## config.mk

```make
export PLATFORM = sky130hd
export DESIGN_NAME = ldc_dev_flat
export DESIGN_NICKNAME = d
export VERILOG_FILES = /design/src/include/ldc_pkg.sv /design/src/include/ldc_link_if.sv /design/src/design/ldc_sync.sv /design/src/design/ldc_dev.sv /design/src/flat_wrapper.sv
export VERILOG_INCLUDE_DIRS = /design/src /design/src/include
export SDC_FILE = /design/constraint.sdc
export NUM_CORES = 2
export LEC_CHECK = 0
export ABC_AREA = 1
export CORE_ASPECT_RATIO = 0.75
export CORE_UTILIZATION = 40
export DETAILED_ROUTE_END_ITERATION = 8
export DONT_BUFFER_PORTS = 1
export GPL_ROUTABILITY_DRIVEN = 0
export PLACE_DENSITY = 0.65
export SYNTH_ARGS = -nofsm -noshare
export SYNTH_HDL_FRONTEND = slang
export SYNTH_SLANG_ARGS = --single-unit
```

## constraint.sdc

```tcl
create_clock -name aclk -period 3.7 [get_ports aclk]
set_input_delay 0.555 -clock aclk [delete_from_list [all_inputs] [get_ports aclk]]
set_output_delay 0.555 -clock aclk [all_outputs]
set_load 0.03 [all_outputs]
```

## src/include/ldc_map.svh

```systemverilog
// Purpose: Command identifiers, field positions, reset values and timing for the LED command bank
// Assumes: 16-bit command words, 48-bit data words, MSB first on the serial link
// Notes: Definitions only
`ifndef LDC_MAP_SVH
`define LDC_MAP_SVH

// ==========================================
// Command identifiers
`define LDC_CMD_CFG0_WR 16'hAA00
`define LDC_CMD_CFG0_RD 16'hAA60
`define LDC_CMD_OPEN_SEL_WR 16'hAA0E
`define LDC_CMD_OPEN_SEL_RD 16'hAA6E
`define LDC_CMD_SHORT_SEL_WR 16'hAA0F
`define LDC_CMD_SHORT_SEL_RD 16'hAA6F
`define LDC_CMD_OPEN_UP_RD 16'hAAA0
`define LDC_CMD_OPEN_LO_RD 16'hAAA1
`define LDC_CMD_SHORT_UP_RD 16'hAAA2
`define LDC_CMD_SHORT_LO_RD 16'hAAA3
`define LDC_CMD_OPEN_CH_RD 16'hAAA4
`define LDC_CMD_SHORT_CH_RD 16'hAAA5
`define LDC_CMD_VSYNC 16'hAAF0
`define LDC_CMD_PSAVE 16'hAA90
`define LDC_CMD_STBY_CLEAR 16'hAAB0
`define LDC_CMD_STBY_ENTER 16'hAAB1
`define LDC_CMD_SRESET 16'hAA80
`define LDC_CMD_SRAM 16'hAA30

// ==========================================
// First configuration word fields and reset
`define LDC_CNT_LSB 0
`define LDC_CNT_MSB 4
`define LDC_PDC_BIT 8
`define LDC_SCAN_LSB 16
`define LDC_SCAN_MSB 21
`define LDC_CFG0_RST 48'h2000_E000_0107

// ==========================================
// Controller registers on the AXI4-Lite side (byte offsets)
`define LDC_REG_CMD 8'h00
`define LDC_REG_WDATA_LO 8'h04
`define LDC_REG_WDATA_HI 8'h08
`define LDC_REG_RDATA_LO 8'h0C
`define LDC_REG_RDATA_HI 8'h10
`define LDC_REG_STATUS 8'h14
`define LDC_REG_DIVIDE 8'h18
`define LDC_DIV_RST 8'h04

// ==========================================
// Link framing
`define LDC_CMD_BITS 16
`define LDC_DATA_BITS 48
`define LDC_FRAME_BITS 64

`endif

```

## src/include/ldc_pkg.sv

```systemverilog
// Purpose: Types shared by both ends of the LED command link
// Assumes: Constants live in ldc_map.svh
// Notes: Command kinds as one-hot codes
package ldc_pkg;
	typedef enum logic [3:0] {
		LDC_K_NONE = 4'b0001,
		LDC_K_WRITE = 4'b0010,
		LDC_K_READ = 4'b0100,
		LDC_K_ACTION = 4'b1000
	} ldc_kind_e;
	typedef logic [47:0] ldc_word_t;
endpackage

```

## src/include/ldc_link_if.sv

```systemverilog
// Purpose: Three-wire link between controller and LED driver bank
// Assumes: Controller makes the link clock
// Notes: Each wire has one driver, so no enables are needed
`timescale 1ns/1ps
interface ldc_link_if;
	logic sclk;
	logic sin;
	logic sout;
	modport ctrl (output sclk, output sin, input sout);
	modport dev (input sclk, input sin, output sout);
endinterface

```

## src/design/ldc_sync.sv

```systemverilog
// Purpose: Two-flop synchroniser for link pins
// Assumes: One clock, synchronous active-low reset
// Notes: First stage read only by the second
`timescale 1ns/1ps
module ldc_sync #(
	parameter int W = 2
) (
	input wire logic aclk,
	input wire logic aresetn,
	input wire logic [W-1:0] d,
	output logic [W-1:0] q
);
	logic [W-1:0] s1_r;

	// ==========================================
	// Two stages
	always_ff @(posedge aclk) begin
		if (!aresetn) begin
			s1_r <= '0;
			q <= '0;
		end else begin
			s1_r <= d;
			q <= s1_r;
		end
	end
endmodule

```

## src/design/ldc_dev.sv

```systemverilog
// Purpose: Command-addressed register bank of the LED driver, link side
// Assumes: 64-bit frames: 16-bit command then 48-bit data, MSB first, sampled on sclk rise
// Notes: Read frames return data on sout during the 48 data bits of the same frame
//
// Implementation choices: the AXI4-Lite interface to the registers and the register offsets.
`timescale 1ns/1ps
`include "ldc_map.svh"
module ldc_dev
	import ldc_pkg::*;
#(
	parameter int MEM_WORDS = 16
) (
	input wire logic aclk,
	input wire logic aresetn,
	ldc_link_if.dev link,
	input wire logic [15:0] open_line_flags_upper,
	input wire logic [47:0] open_line_flags_lower,
	input wire logic [15:0] short_line_flags_upper,
	input wire logic [47:0] short_line_flags_lower,
	input wire logic [47:0] open_channel_flags,
	input wire logic [47:0] short_channel_flags,
	output logic [47:0] common_config_word0,
	output logic [5:0] open_check_line_select,
	output logic [5:0] short_check_line_select,
	output logic predischarge_enable,
	output logic [5:0] cascade_count,
	output logic [6:0] scan_lines,
	output logic bank_select,
	output logic standby,
	output logic power_save,
	output logic [47:0] mem_rd_data,
	input wire logic [3:0] mem_rd_addr
);
	typedef struct packed {
		logic sclk_d;
		logic [5:0] bitcnt;
		logic [15:0] cmd;
		logic [47:0] data;
		logic [47:0] rsh;
		ldc_kind_e kind;
		logic sout;
		logic [47:0] cfg0;
		logic [5:0] osel;
		logic [5:0] ssel;
		logic bank;
		logic sby;
		logic psv;
		logic [3:0] wptr;
	} ldc_dev_s;

	ldc_dev_s st_r;
	ldc_dev_s st_nxt;
	logic [1:0] pins;
	logic [47:0] mem_a [MEM_WORDS];
	logic [47:0] mem_b [MEM_WORDS];
	logic rise;
	logic [15:0] cmd_full;
	logic [47:0] rd_word;
	logic mem_we;

	// ==========================================
	// Pin synchronisation
	ldc_sync #(.W(2)) i_ldc_sync (
		.aclk(aclk),
		.aresetn(aresetn),
		.d({link.sclk, link.sin}),
		.q(pins)
	);

	// Decode a command word into its kind
	function automatic ldc_kind_e kind_of(input logic [15:0] c);
		unique case (c)
			`LDC_CMD_CFG0_WR, `LDC_CMD_OPEN_SEL_WR, `LDC_CMD_SHORT_SEL_WR: kind_of = LDC_K_WRITE;
			`LDC_CMD_CFG0_RD, `LDC_CMD_OPEN_SEL_RD, `LDC_CMD_SHORT_SEL_RD,
			`LDC_CMD_OPEN_UP_RD, `LDC_CMD_OPEN_LO_RD, `LDC_CMD_SHORT_UP_RD,
			`LDC_CMD_SHORT_LO_RD, `LDC_CMD_OPEN_CH_RD,
			`LDC_CMD_SHORT_CH_RD: kind_of = LDC_K_READ;
			`LDC_CMD_VSYNC, `LDC_CMD_PSAVE, `LDC_CMD_STBY_CLEAR, `LDC_CMD_STBY_ENTER,
			`LDC_CMD_SRESET, `LDC_CMD_SRAM: kind_of = LDC_K_ACTION;
			default: kind_of = LDC_K_NONE;
		endcase
	endfunction

	// Read-back value for a read command
	function automatic logic [47:0] read_of(input logic [15:0] c, input ldc_dev_s s);
		case (c)
			`LDC_CMD_CFG0_RD: read_of = s.cfg0;
			`LDC_CMD_OPEN_SEL_RD: read_of = {42'h0, s.osel};
			`LDC_CMD_SHORT_SEL_RD: read_of = {42'h0, s.ssel};
			`LDC_CMD_OPEN_UP_RD: read_of = {32'h0, open_line_flags_upper};
			`LDC_CMD_OPEN_LO_RD: read_of = open_line_flags_lower;
			`LDC_CMD_SHORT_UP_RD: read_of = {32'h0, short_line_flags_upper};
			`LDC_CMD_SHORT_LO_RD: read_of = short_line_flags_lower;
			`LDC_CMD_OPEN_CH_RD: read_of = open_channel_flags;
			`LDC_CMD_SHORT_CH_RD: read_of = short_channel_flags;
			default: read_of = 48'h0;
		endcase
	endfunction

	assign rise = pins[1] & ~st_r.sclk_d;
	assign cmd_full = {st_r.cmd[14:0], pins[0]};
	// Only read commands load read data, anything else shifts out zeros
	assign rd_word = (kind_of(cmd_full) == LDC_K_READ) ? read_of(cmd_full, st_r) : 48'h0;

	// ==========================================
	// Frame shifter and command execution
	always_comb begin
		st_nxt = st_r;
		mem_we = 1'b0;
		st_nxt.sclk_d = pins[1];
		if (rise) begin
			st_nxt.bitcnt = st_r.bitcnt + 6'd1;
			if (st_r.bitcnt < 6'(`LDC_CMD_BITS)) begin
				st_nxt.cmd = cmd_full;
				if (st_r.bitcnt == 6'(`LDC_CMD_BITS - 1)) begin
					st_nxt.kind = kind_of(cmd_full);
					// Bit 47 leaves at once so that all 48 bits fit the data phase
					st_nxt.sout = rd_word[47];
					st_nxt.rsh = {rd_word[46:0], 1'b0};
				end
			end else begin
				st_nxt.data = {st_r.data[46:0], pins[0]};
				st_nxt.sout = st_r.rsh[47];
				st_nxt.rsh = {st_r.rsh[46:0], 1'b0};
			end
			if (st_r.bitcnt == 6'(`LDC_FRAME_BITS - 1)) begin
				st_nxt.sout = 1'b0;
				unique case (st_r.kind)
					LDC_K_WRITE: begin
						case (st_r.cmd)
							`LDC_CMD_CFG0_WR: st_nxt.cfg0 = {st_r.data[46:0], pins[0]};
							`LDC_CMD_OPEN_SEL_WR: st_nxt.osel = {st_r.data[4:0], pins[0]};
							`LDC_CMD_SHORT_SEL_WR: st_nxt.ssel = {st_r.data[4:0], pins[0]};
							default: ;
						endcase
					end
					LDC_K_ACTION: begin
						case (st_r.cmd)
							`LDC_CMD_VSYNC: begin
								st_nxt.bank = ~st_r.bank;
								st_nxt.wptr = 4'h0;
							end
							`LDC_CMD_PSAVE: st_nxt.psv = 1'b1;
							`LDC_CMD_STBY_CLEAR: begin
								st_nxt.sby = 1'b0;
								st_nxt.psv = 1'b0;
							end
							`LDC_CMD_STBY_ENTER: st_nxt.sby = 1'b1;
							`LDC_CMD_SRESET: begin
								// Registers only, memory arrays untouched
								st_nxt.cfg0 = `LDC_CFG0_RST;
								st_nxt.osel = 6'h00;
								st_nxt.ssel = 6'h00;
								st_nxt.bank = 1'b0;
								st_nxt.sby = 1'b0;
								st_nxt.psv = 1'b0;
								st_nxt.wptr = 4'h0;
							end
							default: begin
								mem_we = 1'b1;
								st_nxt.wptr = st_r.wptr + 4'h1;
							end
						endcase
					end
					default: ; // Reads and unknown commands change nothing
				endcase
				st_nxt.kind = LDC_K_NONE;
			end
		end
	end

	// ==========================================
	// State register
	always_ff @(posedge aclk) begin
		if (!aresetn) begin
			st_r <= '{sclk_d: 1'b0, bitcnt: 6'h0, cmd: 16'h0, data: 48'h0, rsh: 48'h0,
				kind: LDC_K_NONE, sout: 1'b0, cfg0: `LDC_CFG0_RST, osel: 6'h0,
				ssel: 6'h0, bank: 1'b0, sby: 1'b0, psv: 1'b0, wptr: 4'h0};
		end else begin
			st_r <= st_nxt;
		end
	end

	// Grayscale memory, bank that is not displayed receives data
	always_ff @(posedge aclk) begin
		if (mem_we && !st_r.bank) begin
			mem_a[st_r.wptr] <= {st_r.data[46:0], pins[0]};
		end
		if (mem_we && st_r.bank) begin
			mem_b[st_r.wptr] <= {st_r.data[46:0], pins[0]};
		end
	end

	// ==========================================
	// Registered outputs
	always_ff @(posedge aclk) begin
		if (!aresetn) begin
			mem_rd_data <= 48'h0;
			cascade_count <= 6'h08;
			scan_lines <= 7'h01;
			predischarge_enable <= 1'b1;
		end else begin
			mem_rd_data <= st_r.bank ? mem_a[mem_rd_addr] : mem_b[mem_rd_addr];
			cascade_count <= {1'b0, st_r.cfg0[`LDC_CNT_MSB:`LDC_CNT_LSB]} + 6'h01;
			scan_lines <= {1'b0, st_r.cfg0[`LDC_SCAN_MSB:`LDC_SCAN_LSB]} + 7'h01;
			predischarge_enable <= st_r.cfg0[`LDC_PDC_BIT];
		end
	end

	assign link.sout = st_r.sout;
	assign common_config_word0 = st_r.cfg0;
	assign open_check_line_select = st_r.osel;
	assign short_check_line_select = st_r.ssel;
	assign bank_select = st_r.bank;
	assign standby = st_r.sby;
	assign power_save = st_r.psv;
endmodule

```

## src/flat_wrapper.sv

```systemverilog
// flat-port wrapper written by rule: the top's interface ports become plain ports
module ldc_dev_flat import ldc_pkg::*;
#(
	parameter int MEM_WORDS = 16
)
  (aclk, aresetn, open_line_flags_upper, open_line_flags_lower, short_line_flags_upper, short_line_flags_lower, open_channel_flags, short_channel_flags, common_config_word0, open_check_line_select, short_check_line_select, predischarge_enable, cascade_count, scan_lines, bank_select, standby, power_save, mem_rd_data, mem_rd_addr, link_sclk, link_sin, link_sout);
  ldc_link_if link_i ();
  input wire logic aclk;
  input wire logic aresetn;
  input wire logic [15:0] open_line_flags_upper;
  input wire logic [47:0] open_line_flags_lower;
  input wire logic [15:0] short_line_flags_upper;
  input wire logic [47:0] short_line_flags_lower;
  input wire logic [47:0] open_channel_flags;
  input wire logic [47:0] short_channel_flags;
  output logic [47:0] common_config_word0;
  output logic [5:0] open_check_line_select;
  output logic [5:0] short_check_line_select;
  output logic predischarge_enable;
  output logic [5:0] cascade_count;
  output logic [6:0] scan_lines;
  output logic bank_select;
  output logic standby;
  output logic power_save;
  output logic [47:0] mem_rd_data;
  input wire logic [3:0] mem_rd_addr;
  input wire logic [$bits(link_i.sclk)-1:0] link_sclk;
  input wire logic [$bits(link_i.sin)-1:0] link_sin;
  output wire logic [$bits(link_i.sout)-1:0] link_sout;
  assign link_i.sclk = link_sclk;
  assign link_i.sin = link_sin;
  assign link_sout = link_i.sout;
  ldc_dev #(.MEM_WORDS(MEM_WORDS)) u_core (.aclk(aclk), .aresetn(aresetn), .link(link_i), .open_line_flags_upper(open_line_flags_upper), .open_line_flags_lower(open_line_flags_lower), .short_line_flags_upper(short_line_flags_upper), .short_line_flags_lower(short_line_flags_lower), .open_channel_flags(open_channel_flags), .short_channel_flags(short_channel_flags), .common_config_word0(common_config_word0), .open_check_line_select(open_check_line_select), .short_check_line_select(short_check_line_select), .predischarge_enable(predischarge_enable), .cascade_count(cascade_count), .scan_lines(scan_lines), .bank_select(bank_select), .standby(standby), .power_save(power_save), .mem_rd_data(mem_rd_data), .mem_rd_addr(mem_rd_addr));
endmodule
```

==> summary.txt <==
Outcome
  – Outcome: complete, but fails checks
  – Failing checks: DRC, slew limit, setup timing

Placed design
  – Port Buf Inserts: 0
  – Pre-CTS WS: between 600 and 700 ps
  – Post-DP HPWL: approximately 120 mm
  – Dpl cells: between 8000 and 9000

Logic synthesis
  – Cell taking the most area after synthesis: edfxtp_1
  – Top post-synthesis cells by area: edfxtp_1 (64%), dfxtp_1 (7.1%), o21ai_0 (6.7%)
  – Mapped Area: between 0.07 and 0.08 mm^2
  – Syn avg cell area: 11.7 um^2
  – Syn_nets: about 6400
  – Number of distinct library cells after synthesis: 37
  – Largest family of logic cells by synthesized area: compound AO/OA/AOI/OAI gates
  – Synth Register Bits: approximately 1800
  – Number of flops mapped to enable cells by yosys: around 1500
  – Count leader, synth: edfxtp_1
  – Yosys top cell area share: between 60% and 70%
  – Mux contribution to synthesized area: 0%
  – Top FF cell, synth: edfxtp_1
  – Sequential area share after synthesis: a little under three quarters
  – Gate Count Post-Synth: between 6000 and 7000
  – Commonest cells post-synth: edfxtp_1 (1536), nor2_1 (1135), o21ai_0 (958), nand2_1 (522), nand3_1 (376)
  – YS warnings: 0
  – Fraction of registers with async set/reset: 0%
  – Post-Synth Adder-Cell Area: less than 1%
  – Post-Synth XOR/XNOR Area: less than 1%
  – Synth Area in Compound Gates: between 10% and 20%
  – Post-synthesis simple-gate area fraction: between 10% and 20%

Cells and area
  – Fillers: 16034
  – Multi-input logic area: 0.0182 mm^2
  – Sequential Area: 0.0513 mm^2
  – Layout cells sized above 1: roughly 8%
  – Final nets: 6216
  – Final core utilization: between 40% and 50%
  – Synthesis-to-layout area growth: 11.5%
  – Non-Filler Instances: 8500

Clocking
  – Resize count post-CTS: 0
  – Post-CTS setup buffer count: 0
  – TritonCTS Sinks: 1791
  – CTS H-Tree Depth: 4
  – Clock buffer depth: 3
  – Root Buffer: clkbuf_16
  – CTS tree: built
  – CTS buffer count: between 150 and 200
  – Worst-path clk slew: about 60 ps
  – Number of hold buffers added after cts: 6
  – Worst skew pair latency: 810 ps

Critical path
  – Crit. End Element: flip-flop
  – R2R Path Start: u_core.i_ldc_sync.q[0]$_SDFF_PN0_
  – R2r setup slk: just under 600 ps
  – WP data arrival: about 5500 ps
  – Data required, critical path: 4330 ps
  – R2R cell count: 9
  – Worst-path maximum fanout: a little under 800
  – Critical setup path kind: input port to flip-flop
  – Critical R2R Capture: u_core.st_r[113]$_SDFFE_PN0P_
  – CP Launch Type: input port

Floorplan
  – Die area: between 0.15 and 0.2 mm^2
  – Standard-cell row count: around 130
  – Area of the core: around 0.18 mm^2
  – Die width: approximately 500 um
  – Initial Util: approximately two fifths
  – I/O Pins: between 300 and 400
  – Die Height: 370 um

Power
  – Clk pwr share: 42.7%
  – Logic pwr share: around 2.9%
  – Power Density: 498 mW/mm^2
  – Seq pwr share: approximately 54%
  – Leak Pwr: approximately 23 nW
  – Maximum vdd drop: around 0.47 mV
  – Tot Pwr: 0.0400 W
  – Int Power: 0.0316 W
  – Sw Ratio: between 20% and 30%
  – Sw power: 0.00847 W

Drt
  – WL/cell: ~25 um
  – Via Count: between 50000 and 60000
  – Vias per cell: 5.89
  – Total Wirelength: ~220 mm
  – DR iter-0 viols: 7413
  – Detail Route Antenna Nets: 0
  – DRC Markers: 2
  – First drt pass iteration count: 9

Timing
  – Final-report hold violation count: 0
  – Crit path time final: roughly 4900 ps
  – Rel. slew slack: -125%
  – Final Setup Violations: 48
  – Slew @ Worst Pin: 3370 ps
  – RSZ-0062 raised after global routing: no
  – Clock Skew: about 40 ps
  – Worst Slack Setup Final: -1200 ps
  – Pins Over Slew Limit: around 670
  – Part of the cycle the worst path needs: 132%
  – Hold WS: approximately 54 ps
  – Fmax: a little over 200 MHz

Hold path
  – Min-delay worst type: input port to flip-flop
  – Worst hold path depth: 4
  – Hold_sp: open_line_flags_lower[21]
  – Hold Path Sink: u_core.st_r[94]$_SDFFE_PN0P_

GRT
  – Largest net degree at the start of global routing: a little under 800
  – Total GRT Usage: between 20% and 30%
  – Antenna violations before repair: 11
  – Vias in the first global route: 45926
  – GR Overflow Total: 0
  – First-pass GRT wire length: around 310 mm

Job
  – Number of max-cap violations: 0
==> flip-flops by register name, indices dropped and copies added, names as in the netlist <==
register                        flops
u_core.bank_select                  1
u_core.cascade_count                6
u_core.cmd_full                    15
u_core.common_config_word0         48
u_core.i_ldc_sync.q                 2
u_core.i_ldc_sync.s1_r              2
u_core.link.sout                    1
u_core.mem_a                      768
u_core.mem_b                      768
u_core.mem_rd_data                 48
u_core.open_check_line_select       6
u_core.power_save                   1
u_core.predischarge_enable          1
u_core.scan_lines                   7
u_core.short_check_line_select      6
u_core.st_r                       110
u_core.standby                      1
==> per-stage QoR <==
step                TNS [ps]  instance area [um^2]
detailed placement         0                 74900
global route               0                 80400
global placement           0                 74900
CTS                        0                 80400
floorplan            -504030                 72100
finish                -48500                 80400
==> per-layer routing <==
layer  routed length [um]  GRT usage [%]  up-vias
met5                    8              0        -
met4                 5480           5.85        2
met3                25500           5.39      367
met2                93900           33.9     2893
met1                91100           34.0    24739
li1                     -              -    22036
==> logic make-up after synthesis <==
family                   after synthesis
AO/OA/AOI/OAI                       1583
buffers and inverters                668
XOR/XNOR                               1
flip-flops                          1791
adder cells (fa/ha/maj)                7
AND/OR/NAND/NOR                     2105
==> how the worst max path moves through the flow <==
stage,startpoint,end,slack [ps],depth (start not counted)
global route,u_core.st_r[184]$_SDFFE_PN0P_,u_core.mem_a[7][19]$_DFFE_PP_,400,11
finish,mem_rd_addr[0],u_core.mem_rd_data[0]$_SDFF_PN0_,-1200,8
global placement,u_core.st_r[184]$_SDFFE_PN0P_,u_core.mem_b[2][44]$_DFFE_PP_,660,11
CTS,u_core.st_r[184]$_SDFFE_PN0P_,u_core.mem_a[7][19]$_DFFE_PP_,600,11
floorplan,u_core.st_r[184]$_SDFFE_PN0P_,u_core.mem_b[10][0]$_DFFE_PP_,-390,10
detailed placement,u_core.st_r[184]$_SDFFE_PN0P_,u_core.mem_a[7][18]$_DFFE_PP_,640,11
==> final cells by class <==
type,instances,share of cell area (%)
antenna,3,0.00934
clock buffer,229,5.73
clock inverter,76,0.940
inverter,153,0.745
multi-input combinational,3696,22.7
sequential,1791,63.8
tap,2380,3.70
timing repair buffer,172,2.42
==> critical path: stages <==
cell      delay (ps)
inv_8           1790
buf_4            330
o21ai_0          120
o221ai_1         230
nand3_1          140
nand3_1          110
nand2_1           60
nor2_1           570
==> cell usage in the layout (no fill, tap or decap), types with 4 or more instances in the layout <==
master | netlist | layout
nor2_4 | 3 | 40
edfxtp_1 | 1536 | 1536
clkbuf_16 | 0 | 169
o21ai_1 | 20 | 20
nand2_1 | 522 | 522
nand4_1 | 31 | 31
clkbuf_8 | 0 | 15
o21ai_0 | 958 | 958
nor3_1 | 12 | 12
and3_1 | 9 | 9
buf_12 | 0 | 50
clkinv_2 | 0 | 24
a31oi_1 | 16 | 16
buf_4 | 77 | 117
dfxtp_1 | 255 | 232
dlygate4sd3_1 | 0 | 4
nor4_1 | 4 | 4
inv_1 | 143 | 140
o21a_1 | 13 | 13
nand3_1 | 376 | 373
nand3_2 | 1 | 4
nor2_1 | 1135 | 1099
o211ai_1 | 28 | 28
a21oi_1 | 161 | 161
ha_1 | 7 | 7
inv_6 | 0 | 7
clkbuf_1 | 321 | 44
clkinv_1 | 3 | 23
clkinv_8 | 0 | 4
o22ai_1 | 92 | 92
inv_2 | 7 | 8
o221ai_1 | 293 | 293
dfxtp_2 | 0 | 22
bufinv_16 | 0 | 12
==> power groups by stage <==
stage	clock, W	sequential, W	combinational [W]
after detailed placement	0	0.0222	0.00108
after global placement	0	0.0222	0.00106
final	0.0171	0.0218	0.00116
after CTS	0.0173	0.0218	0.00113
after floorplan	0	0.0222	0.000894
after global routing	0.0180	0.0218	0.00126
Power figures use the tool's default switching activity.
